## src/hdl/vdf_pkg.sv

```systemverilog
package vdf_pkg;
	localparam int          DATA_W        = 10;
	localparam int          APB_AW        = 8;
	localparam logic [7:0]  ADDR_CTRL     = 8'h00;
	localparam logic [7:0]  ADDR_STATUS   = 8'h04;
	localparam int          CTRL_SOFT_BLANK = 0;
	localparam logic [31:0] CTRL_RESET    = 32'h0000_0000;
	localparam int          ST_FMT_LOWER  = 0;
	localparam int          ST_FMT_UPPER  = 1;
	localparam int          ST_RANGE      = 2;
	localparam int          ST_ALL_CH     = 3;
	localparam int          ST_GENERIC    = 4;
	localparam int          ST_REDUCED    = 5;
	localparam logic [9:0]  CODE_ZERO     = 10'h000;
	localparam logic [9:0]  CODE_BLACK    = 10'h040;
	localparam logic [9:0]  CODE_MID      = 10'h200;
	localparam int          SCALE_NUM     = 219;
	localparam int          SCALE_DEN     = 224;
	localparam int          SCALE_HALF    = SCALE_DEN / 2;
	typedef enum logic [1:0] {VDF_GBR444, VDF_YCC444, VDF_YCC422_DUAL, VDF_YCC422_SINGLE} vdf_fmt_t;
endpackage
```

## src/hdl/vdf_cfg_sampler.sv

```systemverilog
`timescale 1ns/1ps
module vdf_cfg_sampler (
	input  wire logic pclk,
	input  wire logic presetn,
	input  wire logic sync_n,
	input  wire logic generic_mode,
	input  wire logic cfg_pin_a,
	input  wire logic cfg_pin_b,
	output logic      fmt_sel_upper,
	output logic      fmt_sel_lower,
	output logic      range_mode_sel,
	output logic      all_channel_pulse_sel
);
	import vdf_pkg::*;
	logic sync_d_r;
	logic pend_r;
	logic rise_r;
	logic upper_r;
	logic lower_r;
	logic range_r;
	logic allch_r;
	wire  sync_edge = sync_n != sync_d_r;
	wire  take_fmt  = pend_r && rise_r && !generic_mode;
	wire  take_aux  = pend_r && !rise_r && !generic_mode;

	always_ff @(posedge pclk or negedge presetn) begin
		if (!presetn) begin
			sync_d_r <= 1'b1;
			pend_r   <= 1'b0;
			rise_r   <= 1'b0;
		end else begin
			sync_d_r <= sync_n;
			pend_r   <= sync_edge;
			rise_r   <= sync_n;
		end
	end

	always_ff @(posedge pclk or negedge presetn) begin
		if (!presetn) begin
			upper_r <= 1'b0;
			lower_r <= 1'b0;
			range_r <= 1'b0;
			allch_r <= 1'b0;
		end else begin
			if (take_fmt) begin
				upper_r <= cfg_pin_a;
				lower_r <= cfg_pin_b;
			end
			if (take_aux) begin
				range_r <= cfg_pin_a;
				allch_r <= cfg_pin_b;
			end
		end
	end

	// Generic mode bypasses the sampled format copies and forces all-channel off; range_mode_sel still comes from range_r
	assign fmt_sel_upper         = generic_mode ? cfg_pin_a : upper_r;
	assign fmt_sel_lower         = generic_mode ? cfg_pin_b : lower_r;
	assign range_mode_sel        = range_r;
	assign all_channel_pulse_sel = generic_mode ? 1'b0 : allch_r;
endmodule

```

## src/hdl/vdf_chroma_scale.sv

```systemverilog
`timescale 1ns/1ps
module vdf_chroma_scale (
	input  wire logic [vdf_pkg::DATA_W-1:0] code_in,
	input  wire logic                       reduced,
	output logic      [vdf_pkg::DATA_W-1:0] code_out
);
	import vdf_pkg::*;
	logic signed [10:0] dev;
	logic signed [18:0] prod;
	logic signed [18:0] biased;
	logic signed [18:0] quot;
	logic [9:0]         scaled;

	// Gain applied about midscale; no clip, result stays inside 11..1012
	assign dev    = $signed({1'b0, code_in}) - $signed({1'b0, CODE_MID});
	assign prod   = 19'(dev) * 19'(SCALE_NUM);
	assign biased = prod[18] ? prod - 19'(SCALE_HALF) : prod + 19'(SCALE_HALF);
	assign quot   = biased / 19'(SCALE_DEN);
	assign scaled = 10'(quot + 19'(CODE_MID));
	assign code_out = reduced ? scaled : code_in;
endmodule

```

## src/hdl/vdf_formatter.sv

```systemverilog
`timescale 1ns/1ps
module vdf_formatter (
	input  wire logic                      pclk,
	input  wire logic                      presetn,
	input  wire logic                      psel,
	input  wire logic                      penable,
	input  wire logic                      pwrite,
	input  wire logic [vdf_pkg::APB_AW-1:0] paddr,
	input  wire logic [31:0]               pwdata,
	output logic      [31:0]               prdata,
	output logic                           pready,
	output logic                           pslverr,
	input  wire logic [vdf_pkg::DATA_W-1:0] in_green_luma,
	input  wire logic [vdf_pkg::DATA_W-1:0] in_blue_chroma,
	input  wire logic [vdf_pkg::DATA_W-1:0] chroma_shared_port,
	input  wire logic                      blank_n,
	input  wire logic                      sync_n,
	input  wire logic                      sync_pol,
	input  wire logic                      cfg_pin_a,
	input  wire logic                      cfg_pin_b,
	output logic      [vdf_pkg::DATA_W-1:0] out_green_luma,
	output logic      [vdf_pkg::DATA_W-1:0] out_blue_chroma,
	output logic      [vdf_pkg::DATA_W-1:0] out_red_chroma,
	output logic                           sync_active,
	output logic                           sync_all_channels,
	output logic                           generic_mode
);
	import vdf_pkg::*;

	logic        fmt_sel_upper;
	logic        fmt_sel_lower;
	logic        range_mode_sel;
	logic        all_channel_pulse_sel;
	logic [31:0] ctrl_r;
	logic [31:0] prdata_r;
	logic        blank_d_r;
	logic [1:0]  phase_r;
	logic [1:0]  phase_nxt;
	logic [9:0]  y_d_r;
	logic [9:0]  cb_hold_r;
	logic [9:0]  cr_hold_r;
	logic [9:0]  y0_hold_r;
	logic [9:0]  y1_hold_r;
	logic [9:0]  g_nxt;
	logic [9:0]  b_nxt;
	logic [9:0]  r_nxt;
	logic [9:0]  g_r;
	logic [9:0]  b_r;
	logic [9:0]  r_r;
	logic        upd_chroma;
	logic        upd_luma;
	logic [9:0]  b_scaled;
	logic [9:0]  r_scaled;
	vdf_fmt_t    fmt;

	// Mode decode; sync_n high with sync_pol high selects generic mode, so video mode needs sync_pol low
	assign generic_mode = sync_n && sync_pol;
	assign fmt = vdf_fmt_t'({fmt_sel_upper, fmt_sel_lower});

	vdf_cfg_sampler u_cfg (
		.pclk                  (pclk),
		.presetn               (presetn),
		.sync_n                (sync_n),
		.generic_mode          (generic_mode),
		.cfg_pin_a             (cfg_pin_a),
		.cfg_pin_b             (cfg_pin_b),
		.fmt_sel_upper         (fmt_sel_upper),
		.fmt_sel_lower         (fmt_sel_lower),
		.range_mode_sel        (range_mode_sel),
		.all_channel_pulse_sel (all_channel_pulse_sel)
	);

	// Range and blanking selection
	wire reduced     = !generic_mode && (range_mode_sel != fmt_sel_upper);
	wire is_gbr      = fmt == VDF_GBR444;
	wire is_422      = fmt_sel_upper;
	wire sync_on     = !sync_n && !generic_mode;
	// Sync carries the blank level as its base, so it wins over the blank pin
	wire force_blank = sync_on || !blank_n || ctrl_r[CTRL_SOFT_BLANK];
	wire [9:0] blank_luma   = reduced ? CODE_BLACK : CODE_ZERO;
	wire [9:0] blank_chroma = is_gbr ? blank_luma : CODE_MID;
	wire blank_rise  = blank_n && !blank_d_r;

	// Demultiplex phase: restarts on the first edge with blanking released
	always_comb begin
		phase_nxt = phase_r + 2'd1;
		if (blank_rise) begin
			phase_nxt = 2'd1;
		end else if (fmt == VDF_YCC422_DUAL) begin
			phase_nxt = {1'b0, ~phase_r[0]};
		end
	end
	wire [1:0] phase_eff = blank_rise ? 2'd0 : phase_r;

	always_ff @(posedge pclk or negedge presetn) begin
		if (!presetn) begin
			blank_d_r <= 1'b1;
			phase_r   <= 2'd0;
		end else begin
			blank_d_r <= blank_n;
			phase_r   <= phase_nxt;
		end
	end

	// Sample capture for the multiplexed formats
	always_ff @(posedge pclk or negedge presetn) begin
		if (!presetn) begin
			y_d_r     <= CODE_ZERO;
			cb_hold_r <= CODE_ZERO;
			cr_hold_r <= CODE_ZERO;
			y0_hold_r <= CODE_ZERO;
			y1_hold_r <= CODE_ZERO;
		end else begin
			y_d_r <= in_green_luma;
			if (fmt == VDF_YCC422_DUAL && phase_eff == 2'd0) begin
				cb_hold_r <= chroma_shared_port;
			end
			if (fmt == VDF_YCC422_SINGLE) begin
				case (phase_eff)
					2'd0: cb_hold_r <= in_green_luma;
					2'd1: y0_hold_r <= in_green_luma;
					2'd2: cr_hold_r <= in_green_luma;
					2'd3: y1_hold_r <= in_green_luma;
					default: cb_hold_r <= cb_hold_r;
				endcase
			end
		end
	end

	// Output selection per format
	always_comb begin
		g_nxt      = in_green_luma;
		b_nxt      = in_blue_chroma;
		r_nxt      = chroma_shared_port;
		upd_luma   = 1'b1;
		upd_chroma = 1'b1;
		case (fmt)
			VDF_GBR444, VDF_YCC444: begin
				g_nxt = in_green_luma;
			end
			VDF_YCC422_DUAL: begin
				g_nxt      = y_d_r;
				b_nxt      = cb_hold_r;
				r_nxt      = chroma_shared_port;
				upd_chroma = phase_eff == 2'd1;
			end
			VDF_YCC422_SINGLE: begin
				g_nxt      = phase_eff == 2'd3 ? y0_hold_r : y1_hold_r;
				b_nxt      = cb_hold_r;
				r_nxt      = cr_hold_r;
				upd_luma   = phase_eff[0];
				upd_chroma = phase_eff == 2'd3;
			end
			default: begin
				upd_luma = 1'b1;
			end
		endcase
	end

	vdf_chroma_scale u_scale_b (
		.code_in  (b_nxt),
		.reduced  (reduced && !is_gbr),
		.code_out (b_scaled)
	);

	vdf_chroma_scale u_scale_r (
		.code_in  (r_nxt),
		.reduced  (reduced && !is_gbr),
		.code_out (r_scaled)
	);

	always_ff @(posedge pclk or negedge presetn) begin
		if (!presetn) begin
			g_r <= CODE_ZERO;
			b_r <= CODE_ZERO;
			r_r <= CODE_ZERO;
		end else if (force_blank) begin
			g_r <= blank_luma;
			b_r <= blank_chroma;
			r_r <= blank_chroma;
		end else begin
			if (upd_luma) begin
				g_r <= g_nxt;
			end
			if (upd_chroma) begin
				b_r <= b_scaled;
				r_r <= r_scaled;
			end
		end
	end

	assign out_green_luma    = g_r;
	assign out_blue_chroma   = b_r;
	assign out_red_chroma    = r_r;
	assign sync_active       = sync_on;
	assign sync_all_channels = sync_on && all_channel_pulse_sel;

	// APB slave, zero wait states
	wire apb_setup  = psel && !penable;
	wire apb_access = psel && penable;
	wire hit_ctrl   = paddr == ADDR_CTRL;
	wire hit_status = paddr == ADDR_STATUS;
	wire [31:0] status_word = 32'({reduced, generic_mode, all_channel_pulse_sel,
		range_mode_sel, fmt_sel_upper, fmt_sel_lower});
	wire [31:0] rd_word = hit_ctrl ? ctrl_r : (hit_status ? status_word : 32'h0000_0000);

	always_ff @(posedge pclk or negedge presetn) begin
		if (!presetn) begin
			ctrl_r   <= CTRL_RESET;
			prdata_r <= 32'h0000_0000;
		end else begin
			if (apb_setup) begin
				prdata_r <= rd_word;
			end
			if (apb_access && pwrite && hit_ctrl) begin
				ctrl_r <= 32'(pwdata[CTRL_SOFT_BLANK]);
			end
		end
	end

	assign prdata  = prdata_r;
	assign pready  = 1'b1;
	assign pslverr = apb_access && !hit_ctrl && !hit_status;
endmodule

```

## config.mk

```make
export PLATFORM = sky130hd
export DESIGN_NAME = vdf_formatter
export DESIGN_NICKNAME = d
export VERILOG_FILES = /design/src/hdl/vdf_pkg.sv /design/src/hdl/vdf_cfg_sampler.sv /design/src/hdl/vdf_chroma_scale.sv /design/src/hdl/vdf_formatter.sv
export SDC_FILE = /design/constraint.sdc
export NUM_CORES = 1
export LEC_CHECK = 0
export BUFFER_PORTS_ARGS = -buffer_cell sky130_fd_sc_hd__buf_2
export CAP_MARGIN = 25
export CORE_UTILIZATION = 62
export DETAILED_ROUTE_END_ITERATION = 6
export PLACE_DENSITY = 0.83
export SETUP_SLACK_MARGIN = 0.5
export SLEW_MARGIN = 15
export SYNTH_ARGS = -nofsm -noshare
export SYNTH_HDL_FRONTEND = slang
export SYNTH_HIERARCHICAL = 1
export SYNTH_SLANG_ARGS = --single-unit
```

## constraint.sdc

```tcl
create_clock -name pclk -period 14.2 [get_ports pclk]
set_input_delay 2.84 -clock pclk [delete_from_list [all_inputs] [get_ports pclk]]
set_output_delay 2.84 -clock pclk [all_outputs]
set_load 0.005 [all_outputs]
```

==> results.yml, run 1 <==
status:
  status: "complete, but fails checks"
  failing_checks: "design-rule violations, negative setup slack"
worst_setup_path:
  crit_required_ns: 14.43
  worstPathBufferInverterCount: 10
  cp_data_arrival_time_ns: 14.52
  critical_path.startpoint_type: "input port"
  critical-path-top-cell-by-count: "inv_1"
  timing.critical_path.max_delay_family: "compound AO/OA/AOI/OAI gates"
  crit_path_max_incr_delay_ns: 0.60
  worstSetupPathType: "input port to flip-flop"
  endpoint_kind_of_the_worst_setup_timing_path: "flip-flop"
  crit_path_max_fanout: 9
  timing.critical_path.slowest_stage_cell: "fa_1"
floorplan:
  floorplan.initialDensity_pct: 64.1
  die_height_um: 159
  io-pin-count: 147
  die_area_um2: 25200
  die_w_um: 159
  core_area_um2: 23800
  rows: 56
synthesis:
  async_flop_share_pct: 100
  dominant_synthesized_flop_cell: "dfrtp_1"
  netlist_instances: 1853
  synth_edf_count: 0
  synth.yosys.warnings: 6
  syn_area_um2: 15200
  post_synth.cell_area_avg_um2: 8.22
  number_of_flip_flops_and_latches_in_the_synthesized_netlist: 97
  fraction_of_the_yosys_area_taken_by_sequential_cells_pct: 16.0
  synth_cell_types: 133
sta:
  number_of_hold_violations_in_the_final_report: 0
  clock-skew-final_ns: 0.0109
  fin_crit_ns: 14.29
  worst-slew-pin-transition_ns: 1.19
  setup-violations-final: 1
  slew_margin_rel_pct: 19.9
  timing.final.crit_share_pct: 101
  drv_slew: 0
  achievable-frequency_mhz: 70.0
  unrepaired_setup_endpoints_after_global_routing: "true"
  final_critical_path_setup_slack_ns: -0.0922
detailed_routing:
  wl_um: 56800
  drcViolationCount: 57
  num_vias: 17100
  wire_per_inst_um: 23.4
  dr.first_iter.drc_count: 2417
  dr.pass1.iters: 7
  detail_route.vias_per_cell: 7.04
  antenna_left: 0
clocking:
  max-clock-path-buffers: 2
  clock_root_buffer: "clkbuf_16"
  htree_num_levels: 3
  cts_tree: "yes"
  path_clk_slew_ns: 0.07
  tritoncts.num_buffers: 9
  numClockSinks: 97
  quantity_of_hold_fixing_buffers_added_after_cts: 0
  clkLatencyLatePin_ns: 0.36
grt:
  antenna_found_initial: 2
  first_global_vias: 15800
  grt_start_max_net_pins: 71
  gr-total-overflow: 0
  globalRouteTotalUtil_pct: 38.5
  grt_pass1_wl_um: 78000
hold_path:
  min_path_type: "flip-flop to flip-flop"
place:
  placement.io_buffers: 88
  hpwl_after_dpl_um: 33800
  detailedPlace.worstSlack_ns: -0.425
  gpl.final_weighted_congestion: 0.937
finish:
  antenna-diode-count: 0
  final_layout_size_suffix_gt1_share_pct: 33.3
  areaGrowthSynthToFinish_pct: 28.4
  final_net_count: 2363
  fillCellCount: 1269
job:
  cap_viol_max_count: 0
worst paths after layout:
kind / startpoint / slack (ns) / to / cells past startpoint
max in group asynchronous: presetn / 10.60 / out_red_chroma[4] / 2
min: out_red_chroma[9] / 0.49 / out_red_chroma[9] / 2
min in group asynchronous: presetn / 2.39 / out_green_luma[5] / 1
min reg2reg: out_red_chroma[9] / 0.49 / out_red_chroma[9] / 2
max: sync_n / -0.09 / out_blue_chroma[9] / 49
max reg2reg: u_cfg/upper_r / 2.24 / out_blue_chroma[9] / 46
registers in the layout, summed over array words and instances, names as in the netlist:
signal                flops
u_cfg/upper_r             1
u_cfg/pend_r              1
u_cfg/rise_r              1
cr_hold_r                10
y1_hold_r                10
ctrl_r                    1
out_green_luma           10
out_blue_chroma          10
prdata                    6
u_cfg/range_mode_sel      1
cb_hold_r                10
out_red_chroma           10
u_cfg/lower_r             1
y0_hold_r                10
phase_r                   2
blank_d_r                 1
u_cfg/sync_d_r            1
y_d_r                    10
u_cfg/allch_r             1
synthesized netlist by cell type, types with 25 or more instances:
cell / count / share of area (%)
o211ai_1: 26 / 1.3
a21oi_1: 96 / 3.2
nand3_1: 47 / 1.5
nand2_1: 158 / 3.9
nor3_1: 54 / 1.8
clkbuf_1: 33 / 0.81
o21ai_0: 91 / 3.0
a31oi_1: 30 / 1.2
xnor2_1: 63 / 3.6
mux2_2: 54 / 4.0
nor2_1: 122 / 3.0
buf_4: 29 / 1.4
a211oi_1: 28 / 1.4
xor2_1: 42 / 2.4
a21o_1: 25 / 1.2
fa_1: 60 / 7.9
ha_1: 116 / 9.5
dfrtp_1: 95 / 16
inv_1: 184 / 4.5
metrics by stage:
stage / utilization (%) / instance area, um^2 / std cells / hold WS [ns] / TNS, ns
3_3_place_gp: 72.0 / 17100 / 2318 / 0.458 / -0.329
2_1_floorplan: - / 15900 / 1878 / 0.458 / 0
4_1_cts: 77.3 / 18400 / 2391 / 0.486 / 0
5_1_grt: 82.3 / 19500 / 2431 / 0.502 / -0.646
3_5_place_dp: 72.1 / 17100 / 2320 / 0.469 / -3.44
6_report: 82.3 / 19500 / 2431 / 0.489 / -0.0922
worst reg2reg max path: cells and delay by family (launching register included):
kind,cells,cell delay [ns]
AO/OA/AOI/OAI,16,4.00
XOR/XNOR,1,0.20
adder cells (fa/ha/maj),7,2.91
buffers and inverters,8,0.89
flip-flops,1,0.41
multiplexers,3,0.89
AND/OR/NAND/NOR,11,2.55
cell usage in the layout, fill, tap and decap left out, types with 12 or more instances in the layout:
| cell type | instances |
|---|---|
| buf_6 | 17 |
| mux2i_1 | 18 |
| mux2_4 | 13 |
| nand2_4 | 19 |
| a21oi_1 | 82 |
| nor3_1 | 43 |
| mux2_2 | 43 |
| xnor2_1 | 58 |
| o21ai_1 | 24 |
| fa_1 | 58 |
| o211ai_1 | 26 |
| inv_2 | 12 |
| xor2_1 | 39 |
| a21oi_2 | 14 |
| a31oi_1 | 26 |
| dfrtp_1 | 95 |
| nand2_1 | 129 |
| a21o_1 | 24 |
| buf_2 | 86 |
| o22ai_1 | 17 |
| and3_1 | 13 |
| inv_1 | 169 |
| nor2_1 | 113 |
| o21ai_0 | 67 |
| nand2b_1 | 13 |
| conb_1 | 27 |
| ha_1 | 89 |
| a211oi_1 | 20 |
| nand3_1 | 40 |
| nand4_1 | 20 |
| ha_4 | 22 |
| buf_4 | 204 |
layer usage:
| layer | track usage, % | vias to the layer above | part of all wire [%] |
|---|---|---|---|
| li1 | - | 7281 | - |
| met1 | 48.0 | 8078 | 37 |
| met2 | 65.4 | 1350 | 46 |
| met3 | 7.08 | 409 | 10 |
| met4 | 16.0 | 2 | 6.7 |
| met5 | 0 | - | 0.021 |
logic make-up (layout without fill, tap and decap cells):
logic type,count (synthesis),after routing,share of synthesized area (%)
compound gates,548,549,26.5
simple gates,547,550,18.6
buf+inv,282,512,8.09
fa+ha+maj,181,181,17.8
xor+xnor,112,112,6.86
flops,97,97,16.0
mux,84,84,6.18
other cells,2,27,0.0493
final cells by class:
cell class | instances | area [um^2] | area share [%]
clock buffer | 10 | 239 | 1.22
clock inverter | 6 | 57.6 | 0.294
inverter | 186 | 723 | 3.70
multi-input combinational | 1503 | 13500 | 69.0
sequential | 97 | 2430 | 12.4
tap | 319 | 399 | 2.04
timing repair buffer | 310 | 2210 | 11.3
repair_timing:
action / CTS / global route
pin swaps: 67 / 103
setup buffers: 52 / 38
setup endpoints to repair: 20 / 20
resized for setup: 99 / 186
cloned: 3 / 1
Power of run 1 is left out: the tool's default activity adds up to more than one toggle a clock period on the data nets, which glitch-free logic cannot reach.
==> inputs of run 2 (changes only) <==
--- a/config.mk
+++ b/config.mk
@@ -5,11 +5,13 @@
 export SDC_FILE = /design/constraint.sdc
 export NUM_CORES = 1
 export LEC_CHECK = 0
+export ABC_AREA = 1
 export BUFFER_PORTS_ARGS = -buffer_cell sky130_fd_sc_hd__buf_2
 export CAP_MARGIN = 25
-export CORE_UTILIZATION = 62
+export CORE_UTILIZATION = 63
+export CTS_BUF_LIST = sky130_fd_sc_hd__clkbuf_8
 export DETAILED_ROUTE_END_ITERATION = 6
-export PLACE_DENSITY = 0.83
+export PLACE_DENSITY = 0.85
 export SETUP_SLACK_MARGIN = 0.5
 export SLEW_MARGIN = 15
 export SYNTH_ARGS = -nofsm -noshare
==> results.yml, run 2 <==
synthesis:
  fraction_of_the_yosys_area_taken_by_sequential_cells_pct: 17.3
  async_flop_share_pct: 100
  number_of_flip_flops_and_latches_in_the_synthesized_netlist: 97
  syn_area_um2: 14100
  yosysTopAreaCellShare_pct: 16.9
  dominant_synthesized_flop_cell: "dfrtp_1"
  synth.yosys.warnings: 6
  synth.top_cells.by_count: "nand2_1 (620), inv_1 (412), nand3_1 (205)"
  post-synth-top-count-cell: "nand2_1"
  synth_edf_count: 0
  synthTopCellsByArea: "dfrtp_1 (17%), nand2_1 (17%), inv_1 (11%)"
  post_synth.cell_area_avg_um2: 6.54
  netlist_instances: 2151
  synth_cell_types: 54
  yosys.area.top_type: "dfrtp_1"
finish:
  ff_latch_area_um2: 2430
  commonest_non_fill_non_tap_cell_in_the_layout: "nand2_1"
  final_net_count: 2524
  multi_input_comb_area_um2: 10300
  mostFrequentLayoutCells: "nand2_1 (602), inv_1 (407), nand3_1 (197)"
  areaGrowthSynthToFinish_pct: 12.6
  fillCellCount: 1697
  antenna-diode-count: 0
  final_layout_size_suffix_gt1_share_pct: 19.0
  final-instance-count-excl-fill: 2553
sta:
  fin_crit_ns: 13.10
  timing.setup.tns_ns: 0
  whs_ns: 0.490
  timing.final.crit_share_pct: 92.2
  clock-skew-final_ns: 0.0138
  achievable-frequency_mhz: 76.4
  number_of_hold_violations_in_the_final_report: 0
  worst-slew-pin-transition_ns: 0.741
  unrepaired_setup_endpoints_after_global_routing: "false"
  slew_margin_rel_pct: 50.5
  drv_slew: 0
  setup-violations-final: 0
detailed_routing:
  wl_um: 37100
  wire_per_inst_um: 14.5
  dr.pass1.iters: 7
  detail_route.vias_per_cell: 5.55
  dr.first_iter.drc_count: 1155
  drcViolationCount: 0
  antenna_left: 0
  num_vias: 14200
clocking:
  clock_root_buffer: "clkbuf_8"
  htree_num_levels: 3
  path_clk_slew_ns: 0.10
  numClockSinks: 97
  max-clock-path-buffers: 2
  clkLatencyLatePin_ns: 0.38
  tritoncts.num_buffers: 9
  cts_tree: "yes"
worst_setup_path:
  endpoint_kind_of_the_worst_setup_timing_path: "flip-flop"
  critical_path.startpoint_type: "input port"
  worstPathBufferInverterCount: 15
  crit_path_max_fanout: 8
  critical-path-top-cell-by-count: "nand2_1"
  cp_data_arrival_time_ns: 13.38
  worstSetupPathType: "input port to flip-flop"
  crit-reg2reg-launch: "u_cfg/lower_r"
  critical_path.startpoint: "sync_n"
  crit_path_max_incr_delay_ns: 0.55
  timing.critical_path.max_delay_family: "simple AND/OR/NAND/NOR gates"
  crit_required_ns: 14.48
  timing.critical_path.slowest_stage_cell: "fa_1"
floorplan:
  io-pin-count: 147
  die_w_um: 151
  core_area_um2: 21800
  floorplan.initialDensity_pct: 64.4
  die_area_um2: 22900
  die_height_um: 151
  rows: 54
hold_path:
  holdCritStartpoint: "out_green_luma[8]"
  min_path_type: "flip-flop to flip-flop"
grt:
  globalRouteTotalUtil_pct: 29.1
  first_global_vias: 12400
  antenna_found_initial: 0
  grt_start_max_net_pins: 58
  grt_pass1_wl_um: 54200
  gr-total-overflow: 0
place:
  placedCellCount: 2506
  hpwl_after_dpl_um: 27500
  placement.io_buffers: 88
  gpl.final_weighted_congestion: 0.962
status:
  status: "completed"
job:
  cap_viol_max_count: 0
run 2: cell types whose count changed in the layout (fill, tap and decap cells not counted), sizes merged, moves of 56 or more:
cell	before	now
buf	310	139
nand2	161	706
nand3	50	240
inv	187	439
a21oi	99	43
mux2	61	0
run 2: worst register-to-register path, delay by kind of cell, from the launching register on:
| family | cells | cell delay, ns |
|---|---|---|
| simple gates | 61 | 5.86 |
| flops | 1 | 0.41 |
| compound gates | 7 | 0.82 |
| buf+inv | 11 | 0.90 |
| fa+ha+maj | 6 | 2.49 |
run 2: per-layer routing:
metal	global-route usage [%]	vias up	share of wire [%]
met5	0	-	0
met4	12.3	0	3.6
met3	2.68	113	5.5
met2	51.8	547	51
met1	35.6	6613	39
li1	-	6900	-
run 2: worst paths after layout:
path	end	slack (ns)	cells past startpoint
min reg2reg	out_green_luma[8]	0.49	2
max	out_blue_chroma[9]	1.10	84
max reg2reg	out_red_chroma[6]	3.61	85
min	out_green_luma[8]	0.49	2
max in group asynchronous	cr_hold_r[0]	10.66	2
min in group asynchronous	phase_r[0]	2.43	1
run 2: repair_timing:
| action | CTS | global route |
|---|---|---|
| resized for setup | 0 | 142 |
| hold buffers | 0 | 0 |
| buffers inserted | 0 | 28 |
| setup endpoints to repair | 0 | 20 |
run 2: final cells by class:
type	instances	share of cell area (%)
inverter	441	10.6
multi-input combinational	1578	65.0
timing repair inverter	1	0.0474
timing repair buffer	140	5.40
clock buffer	9	0.783
clock inverter	7	0.640
tap	280	2.21
sequential	97	15.4
run 2: per-stage QoR:
stage          util, %  setup slack [ns]  area, um^2
2_1_floorplan        -              1.50       14200
3_3_place_gp      67.6             0.527       14700
3_5_place_dp      67.6             0.167       14700
4_1_cts           68.6             0.536       15000
5_1_grt           72.5             0.257       15800
6_report          72.5              1.10       15800
run 2: kinds of logic (layout without fill, tap and decap cells):
kind of cell / Yosys count / in the layout / synth area share (%)
other: 2 / 27 / 0.0534
buffers and inverters: 503 / 598 / 14.5
XOR/XNOR: 55 / 55 / 3.53
AO/OA/AOI/OAI: 184 / 184 / 7.54
flip-flops: 97 / 97 / 17.3
AND/OR/NAND/NOR: 1134 / 1136 / 38.2
adder cells (fa/ha/maj): 176 / 176 / 18.9
Power of run 2 is left out for the same reason.
